### config.mk
export PLATFORM = sky130hd
export DESIGN_NAME = dat_debug_ctrl
export DESIGN_NICKNAME = d
export VERILOG_FILES = /design/src/dat_pkg.sv /design/src/dat_break_route.sv /design/src/dat_debug_ctrl.sv
export SDC_FILE = /design/constraint.sdc
export NUM_CORES = 1
export LEC_CHECK = 0
export ABC_AREA = 0
export BUFFER_PORTS_ARGS = -buffer_cell sky130_fd_sc_hd__buf_2
export CORE_AREA = 5 5 71 73
export DETAILED_ROUTE_END_ITERATION = 16
export DIE_AREA = 0 0 76 78
export HOLD_SLACK_MARGIN = 0.08
export PLACE_DENSITY = 0.93
export SKIP_LAST_GASP = 1
export SLEW_MARGIN = 20
export SYNTH_ARGS = -nofsm -noshare
export SYNTH_HDL_FRONTEND = slang
export SYNTH_SLANG_ARGS = --single-unit
### constraint.sdc
create_clock -name clk -period 3.1 [get_ports clk]
set_input_delay 0.465 -clock clk [delete_from_list [all_inputs] [get_ports clk]]
set_output_delay 0.465 -clock clk [all_outputs]
set_load 0.05 [all_outputs]
### src/dat_pkg.sv
// Constants for the debug arm, trigger and status slice
//
// Functional notes
// - Armed: only arm, trigger, bank select writable
// - Bank select maps comparator window 0x28-0x2F
// - Bank select picks register at 0x27
// - Control readable; bits 4:3 writable when disarmed
// - Disarm write leaves bits 4:3 unchanged
// - Arm cleared by software, completion, untraced breakpoint
// - Arming enters state1, flags forced 001
// - Trigger write one triggers now; reads zero
// - Without trigger bit, wait for final state
// - Trace request clear: trigger starts no tracing
// - Begin-aligned tracing ignores later trigger writes
// - Secured chip: no tracing, trigger starts none
// - Arm and trigger together end session while armed; while disarmed they arm, then trigger
// - Breakpoint routes to background or software interrupt
// - Final state requests breakpoint, after trace if tracing
// - Status register read-only
// - Full flag after 64 lines since arming
// - Full cleared by arm write, power-on only
// - State flags encode sequencer state, 101-111 reserved
// - Flags track transitions; hold on software disarm
// - Internal end returns flags to 000
// - Secured: breakpoints still work, tracing impossible

package dat_pkg;

    // --------------------
    // Register offsets
    // --------------------
    localparam logic [7:0] OFS_CONTROL_ONE = 8'h20;
    localparam logic [7:0] OFS_STATUS      = 8'h21;
    localparam logic [7:0] OFS_LINE_COUNT  = 8'h26;
    localparam logic [7:0] OFS_SEQ_WINDOW  = 8'h27;
    localparam logic [7:0] OFS_COMP_FIRST  = 8'h28;
    localparam logic [7:0] OFS_COMP_LAST   = 8'h2F;

    // --------------------
    // Field positions
    // --------------------
    localparam int BIT_ARM       = 7;
    localparam int BIT_TRIGGER   = 6;
    localparam int BIT_BG_ROUTE  = 4;
    localparam int BIT_BRK_EN    = 3;
    localparam int BIT_FULL      = 7;

    // --------------------
    // Reset values and codes
    // --------------------
    localparam logic [1:0] BANK_NONE       = 2'h3;
    localparam logic [2:0] SSF_STATE0      = 3'h0;
    localparam logic [2:0] SSF_STATE1      = 3'h1;
    localparam logic [2:0] SSF_FINAL       = 3'h4;
    localparam logic [7:0] FULL_LINES      = 8'h40;
    localparam logic [7:0] READ_ZERO       = 8'h00;

endpackage

### src/dat_break_route.sv
// Breakpoint routing to background debug or software interrupt
`timescale 1ns/100ps
`default_nettype none

module dat_break_route (
    // Clock and reset
    input  wire logic clk,
    input  wire logic reset,
    // Request and routing controls
    input  wire logic brk_req,
    input  wire logic background_debug_route,
    input  wire logic background_enable_bit,
    input  wire logic background_active,
    // Breakpoint pulses
    output var  logic brk_background,
    output var  logic brk_software_interrupt
);

    // --------------------
    // Route decode
    // --------------------
    wire to_bg;
    wire to_swi;

    assign to_bg  = background_debug_route & background_enable_bit;
    assign to_swi = background_debug_route ? ~background_enable_bit
                                           : ~background_active;

    // At most one pulse per request; none while background is active with the background route bit clear
    always_ff @(posedge clk) begin
        if (reset) begin
            brk_background         <= 1'b0;
            brk_software_interrupt <= 1'b0;
        end else begin
            brk_background         <= brk_req & to_bg;
            brk_software_interrupt <= brk_req & to_swi;
        end
    end

endmodule // dat_break_route

`default_nettype wire

### src/dat_debug_ctrl.sv
// Debug unit arm, trigger, breakpoint and status control slice
//
// Implementation choice: the address-and-strobe port.
`timescale 1ns/100ps
`default_nettype none

module dat_debug_ctrl (
    // Clock and resets
    input  wire logic       clk,
    input  wire logic       reset,
    input  wire logic       por,
    // Register port
    input  wire logic [7:0] reg_addr,
    input  wire logic [7:0] reg_wdata,
    input  wire logic       reg_write,
    input  wire logic       reg_read,
    output var  logic [7:0] reg_rdata,
    // Comparator bank window
    output logic      [1:0] comparator_bank_select,
    output logic      [2:0] comp_write,
    output logic      [2:0] comp_offset,
    output logic      [7:0] comp_wdata,
    input  wire logic [7:0] comp_rdata_a,
    input  wire logic [7:0] comp_rdata_b,
    input  wire logic [7:0] comp_rdata_c,
    // Sequencer control registers and match flags
    output logic      [2:0] seq_ctrl_write,
    input  wire logic [3:0] seq_ctrl_reg_first,
    input  wire logic [3:0] seq_ctrl_reg_second,
    input  wire logic [3:0] seq_ctrl_reg_third,
    input  wire logic [2:0] match_flag_reg,
    // State sequencer
    input  wire logic       seq_step,
    input  wire logic [2:0] seq_state,
    output var  logic       seq_enter_state1,
    output var  logic       seq_return_state0,
    // Trace control and buffer
    input  wire logic       trace_request,
    input  wire logic       trigger_alignment,
    input  wire logic       tracing_active,
    input  wire logic       trace_session_done,
    input  wire logic       trace_line_stored,
    input  wire logic [5:0] trace_line_count,
    output var  logic       trace_trigger,
    output logic            trace_enable,
    output logic            trace_all_valid,
    // Background debug and security
    input  wire logic       background_enable_bit,
    input  wire logic       background_active,
    input  wire logic       chip_secured,
    output logic            brk_background,
    output logic            brk_software_interrupt,
    // Status
    output logic            armed
);

    // --------------------
    // State
    // --------------------
    logic       arm;
    logic       background_debug_route;
    logic       breakpoint_request_en;
    logic [1:0] bank_sel;
    logic [2:0] sequencer_state_flags;
    logic       trace_full_flag;
    logic [6:0] lines_since_arm;
    logic       triggered;
    logic       brk_pending;
    logic       brk_req;
    logic       arm_force_trigger_pending;

    // --------------------
    // Address decode
    // --------------------
    wire hit_ctrl;
    wire hit_status;
    wire hit_count;
    wire hit_seqwin;
    wire hit_compwin;

    assign hit_ctrl    = reg_addr == dat_pkg::OFS_CONTROL_ONE;
    assign hit_status  = reg_addr == dat_pkg::OFS_STATUS;
    assign hit_count   = reg_addr == dat_pkg::OFS_LINE_COUNT;
    assign hit_seqwin  = reg_addr == dat_pkg::OFS_SEQ_WINDOW;
    assign hit_compwin = (reg_addr >= dat_pkg::OFS_COMP_FIRST) &&
                         (reg_addr <= dat_pkg::OFS_COMP_LAST);

    // --------------------
    // Control register write decode
    // --------------------
    wire ctrl_wr;
    wire wr_arm;
    wire wr_force_trigger;
    wire end_by_sw;
    wire arming;
    wire disarm_by_sw;

    assign ctrl_wr      = reg_write & hit_ctrl;
    assign wr_arm       = reg_wdata[dat_pkg::BIT_ARM];
    assign wr_force_trigger      = reg_wdata[dat_pkg::BIT_TRIGGER];
    // Arm and trigger written together while armed end the session
    assign end_by_sw    = ctrl_wr & arm & wr_arm & wr_force_trigger;
    assign arming       = ctrl_wr & ~arm & wr_arm;
    assign disarm_by_sw = end_by_sw | (ctrl_wr & arm & ~wr_arm);

    // --------------------
    // Trigger logic
    // --------------------
    wire trace_ok;
    wire force_force_trigger;
    wire final_reached;
    wire force_trigger_now;
    wire force_trigger_traced;

    // A secured chip never traces, breakpoints still run
    assign trace_ok      = trace_request & ~chip_secured;
    // Begin-aligned tracing already running ignores the trigger bit
    assign force_force_trigger    = ctrl_wr & wr_force_trigger & ~wr_arm & arm
                           & ~(tracing_active & trigger_alignment)
                         | arm & arm_force_trigger_pending;
    assign final_reached = seq_step & (seq_state == dat_pkg::SSF_FINAL);
    assign force_trigger_now      = ~triggered & ~end_by_sw
                         & ((arm & final_reached) | force_force_trigger);
    assign force_trigger_traced   = force_trigger_now & trace_ok;

    // --------------------
    // Session end and breakpoint requests
    // --------------------
    wire brk_untraced;
    wire brk_after_trace;
    wire session_done;
    wire end_internal;

    // Untraced trigger: breakpoint at once
    assign brk_untraced    = force_trigger_now & ~trace_ok & breakpoint_request_en;
    // Traced session: breakpoint when the trace completes
    assign brk_after_trace = arm & triggered & trace_session_done
                           & brk_pending;
    assign session_done    = arm & triggered & trace_session_done;
    assign end_internal    = ~disarm_by_sw & ~arming
                           & (session_done | (force_trigger_now & ~trace_ok));

    // --------------------
    // Arm bit and bank selector
    // --------------------
    always_ff @(posedge clk) begin
        if (reset) begin
            arm      <= 1'b0;
            bank_sel <= 2'h0;
        end else begin
            if (ctrl_wr) begin
                bank_sel <= reg_wdata[1:0];
            end
            if (arming) begin
                arm <= 1'b1;
            end else if (disarm_by_sw | end_internal) begin
                arm <= 1'b0;
            end
        end
    end

    // --------------------
    // Locked control bits
    // --------------------
    // Arm is sampled before the write, so a disarming write keeps them
    always_ff @(posedge clk) begin
        if (reset) begin
            background_debug_route <= 1'b0;
            breakpoint_request_en  <= 1'b0;
        end else if (ctrl_wr & ~arm) begin
            background_debug_route <= reg_wdata[dat_pkg::BIT_BG_ROUTE];
            breakpoint_request_en  <= reg_wdata[dat_pkg::BIT_BRK_EN];
        end
    end

    // --------------------
    // Deferred trigger of an arming write
    // --------------------
    // Arm and trigger in one write while disarmed: trigger once armed
    always_ff @(posedge clk) begin
        if (reset) begin
            arm_force_trigger_pending <= 1'b0;
        end else begin
            arm_force_trigger_pending <= arming & wr_force_trigger;
        end
    end

    // --------------------
    // Trigger and pending breakpoint tracking
    // --------------------
    always_ff @(posedge clk) begin
        if (reset) begin
            triggered     <= 1'b0;
            brk_pending   <= 1'b0;
            trace_trigger <= 1'b0;
            brk_req       <= 1'b0;
        end else begin
            trace_trigger <= force_trigger_traced;
            brk_req       <= brk_untraced | brk_after_trace;
            if (arming | disarm_by_sw | end_internal) begin
                triggered   <= 1'b0;
                brk_pending <= 1'b0;
            end else if (force_trigger_now) begin
                triggered   <= 1'b1;
                brk_pending <= breakpoint_request_en & trace_ok;
            end
        end
    end

    // --------------------
    // Sequencer control pulses and state flags
    // --------------------
    wire step_valid;

    // Reserved codes from the sequencer are not reported
    assign step_valid = arm & seq_step & (seq_state <= dat_pkg::SSF_FINAL);

    always_ff @(posedge clk) begin
        if (reset) begin
            seq_enter_state1      <= 1'b0;
            seq_return_state0     <= 1'b0;
            sequencer_state_flags <= dat_pkg::SSF_STATE0;
        end else begin
            seq_enter_state1  <= arming;
            seq_return_state0 <= end_internal;
            if (arming) begin
                sequencer_state_flags <= dat_pkg::SSF_STATE1;
            end else if (end_internal) begin
                sequencer_state_flags <= dat_pkg::SSF_STATE0;
            end else if (step_valid & ~disarm_by_sw) begin
                sequencer_state_flags <= seq_state;
            end
        end
    end

    // --------------------
    // Trace-full flag
    // --------------------
    wire [6:0] next_lines;
    wire       full_set;
    wire       full_clr;

    assign next_lines = lines_since_arm + 7'h01;
    assign full_set   = trace_line_stored & (next_lines >= dat_pkg::FULL_LINES[6:0]);
    assign full_clr   = ctrl_wr & wr_arm;

    // Counter restarts on arming and saturates once full
    always_ff @(posedge clk) begin
        if (reset) begin
            lines_since_arm <= 7'h00;
        end else if (arming) begin
            lines_since_arm <= 7'h00;
        end else if (trace_line_stored & ~lines_since_arm[6]) begin
            lines_since_arm <= next_lines;
        end
    end

    // Power-on and any write with the arm bit set clear it; a line stored with the count at 63 or above wins over the clear
    always_ff @(posedge clk) begin
        if (por) begin
            trace_full_flag <= 1'b0;
        end else if (full_set) begin
            trace_full_flag <= 1'b1;
        end else if (full_clr) begin
            trace_full_flag <= 1'b0;
        end
    end

    // --------------------
    // Window write routing
    // --------------------
    wire       win_wr_ok;
    wire [2:0] bank_onehot;

    // All other register bits are locked while armed
    assign win_wr_ok   = reg_write & ~arm;
    assign bank_onehot = (bank_sel == 2'h0) ? 3'b001 :
                         (bank_sel == 2'h1) ? 3'b010 :
                         (bank_sel == 2'h2) ? 3'b100 : 3'b000;

    assign comp_write     = (win_wr_ok & hit_compwin) ? bank_onehot : 3'b000;
    assign comp_offset    = reg_addr[2:0];
    assign comp_wdata     = reg_wdata;
    assign seq_ctrl_write = (win_wr_ok & hit_seqwin) ? bank_onehot : 3'b000;

    // --------------------
    // Read data selection
    // --------------------
    wire [7:0] ctrl_view;
    wire [7:0] status_view;
    wire [7:0] count_view;
    wire [7:0] seqwin_view;
    wire [7:0] compwin_view;
    wire [7:0] read_mux;

    // Trigger bit always reads zero
    assign ctrl_view    = {arm, 1'b0, 1'b0, background_debug_route,
                           breakpoint_request_en, 1'b0, bank_sel};
    assign status_view  = {trace_full_flag, 4'h0, sequencer_state_flags};
    assign count_view   = {trace_full_flag, 1'b0, trace_line_count};
    assign seqwin_view  = (bank_sel == 2'h0) ? {4'h0, seq_ctrl_reg_first}  :
                          (bank_sel == 2'h1) ? {4'h0, seq_ctrl_reg_second} :
                          (bank_sel == 2'h2) ? {4'h0, seq_ctrl_reg_third}  :
                          {5'h00, match_flag_reg};
    assign compwin_view = (bank_sel == 2'h0) ? comp_rdata_a :
                          (bank_sel == 2'h1) ? comp_rdata_b :
                          (bank_sel == 2'h2) ? comp_rdata_c :
                          dat_pkg::READ_ZERO;
    assign read_mux     = hit_ctrl    ? ctrl_view    :
                          hit_status  ? status_view  :
                          hit_count   ? count_view   :
                          hit_seqwin  ? seqwin_view  :
                          hit_compwin ? compwin_view : dat_pkg::READ_ZERO;

    always_ff @(posedge clk) begin
        if (reset) begin
            reg_rdata <= dat_pkg::READ_ZERO;
        end else if (reg_read) begin
            reg_rdata <= read_mux;
        end else begin
            reg_rdata <= dat_pkg::READ_ZERO;
        end
    end

    // --------------------
    // Breakpoint routing
    // --------------------
    dat_break_route u_break_route (
        .clk                    (clk),
        .reset                  (reset),
        .brk_req                (brk_req),
        .background_debug_route (background_debug_route),
        .background_enable_bit  (background_enable_bit),
        .background_active      (background_active),
        .brk_background         (brk_background),
        .brk_software_interrupt (brk_software_interrupt)
    );

    // --------------------
    // Status outputs
    // --------------------
    assign comparator_bank_select = bank_sel;
    assign trace_enable           = trace_ok;
    assign trace_all_valid        = trace_full_flag;
    assign armed                  = arm;

endmodule // dat_debug_ctrl

`default_nettype wire

==> results of run 1 <==
==> where the power goes <==
| part | internal [uW] | leakage (uW) | switching (uW) |
|---|---|---|---|
| sequential | 427 | 0.000266 | 2.72 |
| clock | 175 | 0.0000433 | 148 |
| combinational | 60.8 | 0.000801 | 85.8 |
==> sequential cells by signal, summed over array words and instances, names as in the netlist, 2 cells and up <==
| signal | count |
|---|---|
| reg_rdata | 8 |
| lines_since_arm | 7 |
| sequencer_state_flags | 3 |
| comparator_bank_select | 2 |
==> synthesized netlist by cell type, types with 2 or more instances <==
master / number / area share
and3_1: 2 / 0.0063
nand3_1: 8 / 0.020
nor3b_1: 3 / 0.011
buf_4: 12 / 0.045
inv_1: 2 / 0.0038
a31oi_1: 4 / 0.013
and2_1: 3 / 0.0094
nor2_1: 26 / 0.049
a22o_1: 2 / 0.0088
mux2i_1: 13 / 0.065
buf_1: 2 / 0.0038
nand2_1: 30 / 0.056
a211oi_1: 2 / 0.0075
dfxtp_1: 33 / 0.33
xnor2_1: 2 / 0.0088
or3_1: 2 / 0.0063
mux4_2: 3 / 0.034
nor4_1: 4 / 0.013
nor2b_1: 6 / 0.019
o21ai_0: 13 / 0.033
nand4_1: 3 / 0.0094
a21oi_1: 12 / 0.030
buf_2: 2 / 0.0050
nand2b_1: 6 / 0.019
a22oi_1: 6 / 0.023
clkbuf_1: 7 / 0.013
nor3_1: 3 / 0.0075
a32oi_1: 2 / 0.0088
nor2_4: 2 / 0.011
nor4_2: 2 / 0.013
xor2_1: 3 / 0.013
==> area by class of cell <==
cell class                 count  area (um^2)  area share
multi-input combinational    182         1190       0.463
clock inverter                 1         7.51     0.00291
sequential                    33          661       0.256
timing repair buffer         111          563       0.218
inverter                       2         7.51     0.00291
tap                           52         65.1      0.0252
clock buffer                   6         82.6      0.0320
==> placed cells by master (no fill, tap or decap), types with 2 or more instances in the layout <==
| master | instances |
|---|---|
| nor4_1 | 3 |
| a22oi_1 | 6 |
| nand4_1 | 3 |
| mux2i_1 | 13 |
| o21ai_0 | 13 |
| buf_4 | 3 |
| xor2_1 | 3 |
| nor2_4 | 2 |
| nor2b_1 | 6 |
| a211oi_1 | 2 |
| mux4_2 | 3 |
| nor2_1 | 26 |
| or3_1 | 2 |
| buf_2 | 108 |
| a32oi_1 | 2 |
| a22o_1 | 2 |
| dfxtp_1 | 33 |
| nor3b_1 | 3 |
| a31oi_1 | 4 |
| clkbuf_8 | 6 |
| nand3_1 | 8 |
| and3_1 | 2 |
| and2_1 | 3 |
| xnor2_1 | 2 |
| inv_1 | 2 |
| nand2b_1 | 6 |
| nor4_2 | 3 |
| nand2_1 | 30 |
| nor3_1 | 3 |
| a21oi_1 | 12 |
==> worst min-delay path by stage <==
| stage | start | to | cells past startpoint |
|---|---|---|---|
| final | por | trace_all_valid | 2 |
| after global placement | brk_req | u_break_route.brk_background | 2 |
| after CTS | por | trace_all_valid | 2 |
| after detailed placement | brk_req | u_break_route.brk_background | 2 |
| after global routing | por | trace_all_valid | 2 |
| after floorplan | brk_req | u_break_route.brk_background | 2 |
==> metrics by stage <==
stage          hold WS, ns  cell area [um^2]  setup slack [ns]  power [uW]  utilization
3_3_place_gp         0.453              2490             0.520         580        0.580
4_1_cts              0.326              2580             0.481         906        0.601
3_5_place_dp         0.453              2490             0.492         585        0.580
6_report             0.330              2580             0.493         900        0.601
2_1_floorplan        0.438              2010            0.0645         530            -
5_1_grt              0.341              2580             0.402         943        0.601
==> layer usage <==
layer / GRT usage / wire (um) / up-vias
met5: 0 / 0 / -
met4: 0.0658 / 66 / 0
met3: 0.0764 / 572 / 8
met2: 0.369 / 3140 / 101
met1: 0.212 / 2180 / 985
li1: - / - / 1047
==> logic make-up after synthesis <==
kind of cell / count (synthesis)
simple gates: 109
compound gates: 51
flops: 33
buf+inv: 26
mux: 16
xor+xnor: 5
fa+ha+maj: 1
==> results.cfg, run 1 <==
[clock_tree]
cts.sinks = 33
clk_path_buf_depth = 2
numCtsBuffers = 5
htreeDepth = 2
postCtsSetupRepairBufs = 0
clk_pin_slew_ns = 0.07
clkLatencyLatePin_ns = 0.28
tritoncts = yes
cts_root_buf = clkbuf_8
cts_resized = 0
cts-hold-fix-buffers = 0

[yosys]
synthCells = 241
synth_top_family_by_area = simple AND/OR/NAND/NOR gates
synth-compound-area-share = 0.165
synth-simple-area-share = 0.301
synth-warning-count = 0
synth.area.mux_share = 0.0988
syn_nets = 320
synth_xor_area_frac = 0.0219
synth-main-ff-cell = dfxtp_1
yosys.cell_types.count = 52
netlist_area_um2 = 2000
synth_edf_count = 0
syn_avg_cell_area_um2 = 8.30
ys_ff_latch = 33
ys_seq_area_frac = 0.330
synth_fa_ha_area_frac = 0.00625
synth-async-reset-ratio = 0

[global_routing]
grt_pass1_vias = 2168
grt.total_usage = 0.202
grt_max_degree = 19
antenna_found_initial = 0
grt_pass1_wl_um = 10100
gr-total-overflow = 0

[worst_setup_path]
startpoint = reg_addr[4]
cp.arrival_ns = 2.14
crit_chain = buf_2 -> or4b_4 -> nor2_4 -> nand3_1 -> nor4_2 -> buf_2
path_common_cell = buf_2
setup.worst_path.end = seq_ctrl_write[0]
end_kind = output pin
crit_buf_inv = 2
critPathKind = input port to output pin
r2r_cells = 5
reg2reg_slack_ns = 1.31
r2r-end = armed
crit_cells = 6
cp-start-kind = input port
reg2reg_from = armed
critPathMaxFanout = 9
worst_path_largest_cell_delay_ns = 0.61
worstPathRequired_ns = 2.63
slowest_stage = or4b_4
crit_family = simple AND/OR/NAND/NOR gates

[sta]
hold_viol = 0
fin_skew_ns = 0.00979
post-route-period-util = 0.841
setup_violations = 0
fmax_ghz = 0.384
setup_tns_ns = 0
finalCriticalPeriod_ns = 2.61
slew_headroom = 0.558
max_slew.worst_pin.slew_ns = 0.661
slew_viol_final = 0
rsz0062_at_grt = false

[routing]
drc = 0
avgRoutedWirePerCell_um = 15.4
postRouteWirelength_um = 5960
viasPerCell = 5.53
vias = 2141
drtAntennaViolNets = 0
drt_iter0_drc = 110
drtPass1Iterations = 4

[cells_and_area]
fin_nets = 414
drive_gt1_frac = 0.394
num-fill-cells = 379
fin_cells = 387
area_growth_pct = 29.0
diodes = 0

[job]
drv_cap = 0

[pwr]
power_density_nw_per_um2 = 349
leakagePower_uw = 0.00111
ir_drop_mv = 0.256

[place]
hpwlAfterDp_um = 4830
placed_cells = 380
port_buffers = 108
place_congestion = 0.864

[die]
placeableCoreArea_um2 = 4290
initial_core_util = 0.466
die_h_um = 78
core.rowCount = 24
die-area_um2 = 5930
die_width_um = 76
io_pins = 113

[run_status]
status = completed

[min_path]
hp-class = input port to flip-flop
Power figures use the tool's default switching activity.
==> run 2, diff against run 1 <==
--- a/config.mk
+++ b/config.mk
@@ -7,11 +7,11 @@
 export LEC_CHECK = 0
 export ABC_AREA = 0
 export BUFFER_PORTS_ARGS = -buffer_cell sky130_fd_sc_hd__buf_2
-export CORE_AREA = 5 5 71 73
+export CORE_AREA = 5 5 77 79
 export DETAILED_ROUTE_END_ITERATION = 16
-export DIE_AREA = 0 0 76 78
+export DIE_AREA = 0 0 82 84
 export HOLD_SLACK_MARGIN = 0.08
-export PLACE_DENSITY = 0.93
+export PLACE_DENSITY = 0.84
 export SKIP_LAST_GASP = 1
 export SLEW_MARGIN = 20
 export SYNTH_ARGS = -nofsm -noshare
==> constraint.sdc (replaced) <==
create_clock -name clk -period 2.2 [get_ports clk]
set_input_delay 0.33 -clock clk [delete_from_list [all_inputs] [get_ports clk]]
set_output_delay 0.33 -clock clk [all_outputs]
set_load 0.05 [all_outputs]
==> results.cfg, run 2 (synthesis results as in run 1) <==
[cells_and_area]
drive_gt1_frac = 0.422
diodes = 0
largest_register = reg_rdata
fin_util = 0.514
fin_nets = 424
final_common_cell = buf_2
reg.largest.list = reg_rdata (8), lines_since_arm (7), sequencer_state_flags (3)
largest_register_ffs = 8
final_cell_mix = buf_2 (106), dfxtp_1 (33), nand2_1 (30)
area_growth_pct = 35.3
num-fill-cells = 509

[clock_tree]
htreeDepth = 2
clk_pin_slew_ns = 0.06
tritoncts = yes
cts_root_buf = clkbuf_8
cts.sinks = 33
clk_path_buf_depth = 2
postCtsSetupRepairBufs = 0
cts-hold-fix-buffers = 0
clkLatencyLatePin_ns = 0.29
numCtsBuffers = 5

[sta]
slew_headroom = 0.703
max_slew.worst_pin.slew_ns = 0.441
post-route-period-util = 0.967
setup_ws_ns = 0.0716
rsz0062_at_grt = false
hold_viol = 0
fmax_ghz = 0.470
setup_tns_ns = 0
finalCriticalPeriod_ns = 2.13
slew_viol_final = 0
fin_skew_ns = 0.00693
setup_violations = 0

[global_routing]
antenna_found_initial = 0
grt_pass1_vias = 2091
grt_max_degree = 15
grt_pass1_wl_um = 9450
gr-total-overflow = 0
grt.total_usage = 0.173

[routing]
postRouteWirelength_um = 6020
drc = 0
drtPass1Iterations = 5
drt_iter0_drc = 161
vias = 2105
viasPerCell = 5.04
avgRoutedWirePerCell_um = 14.4
drtAntennaViolNets = 0

[worst_setup_path]
critPathKind = input port to output pin
crit_family = simple AND/OR/NAND/NOR gates
cp-start-kind = input port
crit_cells = 7
path_common_cell = buf_2
worst_path_largest_cell_delay_ns = 0.56
worstPathRequired_ns = 1.87
end_kind = output pin
r2r_cells = 5
crit_chain = buf_2 -> or4b_4 -> nor2_4 -> nand3_1 -> buf_4 -> nor2_2 -> buf_2
critPathMaxFanout = 3
cp.arrival_ns = 1.80
crit_buf_inv = 3
slowest_stage = or4b_4

[place]
place_congestion = 0.867
place_ws_ns = 0.0569
port_buffers = 108
hpwlAfterDp_um = 4870

[die]
placeableCoreArea_um2 = 5270
core.rowCount = 27
die-area_um2 = 6890
die_h_um = 84
die_width_um = 82
io_pins = 113
initial_core_util = 0.380

[pwr]
ir_drop_mv = 0.290
leakagePower_uw = 0.00116
power_density_nw_per_um2 = 466

[min_path]
worstHoldPathCells = 2
hp-class = input port to flip-flop

[job]
drv_cap = 0

[run_status]
status = completed
[run 2: changes by cell type in the layout (fill, tap and decap cells not counted)]
cell      before  now
buf_2        108  106
buf_4          3   13
clkbuf_4       0    2
clkbuf_8       6    5
clkinv_2       0    2
nor2_1        26   24
nor2_2         0    1
nor2_4         2    3
nor4_1         3    2
nor4_4         0    1
[run 2: metrics by stage]
| stage | hold slack (ns) | area [um^2] | total power (uW) | std cells |
|---|---|---|---|---|
| after CTS | 0.201 | 2700 | 1270 | 418 |
| after floorplan | 0.402 | 2030 | 747 | 241 |
| final | 0.206 | 2710 | 1260 | 418 |
| after detailed placement | 0.454 | 2620 | 830 | 410 |
| after global routing | 0.203 | 2710 | 1320 | 418 |
| after global placement | 0.454 | 2620 | 826 | 410 |
[run 2: what timing repair did]
item | CTS | global route
setup endpoints to repair | 0 | 2
resized for setup | 0 | 2
endpoints found under the hold margin | 0 | 0
[run 2: final timing paths]
check / start / end / slack, ns
setup / recovery: reg_addr[4] / seq_ctrl_write[1] / 0.07
hold / removal: por / trace_all_valid / 0.21
hold reg to reg: brk_req / u_break_route.brk_background / 0.46
setup reg to reg: armed / armed / 0.46
[run 2: cell type report]
class                   instances  area [um^2]  area share
clock buffers                   5         68.8      0.0254
clock inverters                 3         17.5     0.00647
inverters                       2         7.51     0.00277
multi-input cells             182         1220       0.450
flip-flops and latches         33          661       0.244
well taps                      72         90.1      0.0333
repair buffers                121          643       0.238
[run 2: report_power, final]
group / total, uW / switching, uW / internal, uW
Combinational: 211 / 121 / 90.4
Sequential: 606 / 3.85 / 602
Clock: 444 / 226 / 218
Total: 1260 / 350 / 910
[run 2: routing by layer]
metal / track usage / up-vias / part of all wire / wire length, um
li1: - / 1071 / - / -
met1: 0.202 / 937 / 0.40 / 2390
met2: 0.300 / 86 / 0.49 / 2970
met3: 0.0508 / 11 / 0.094 / 563
met4: 0.0483 / 0 / 0.016 / 94
met5: 0 / - / 0 / 0
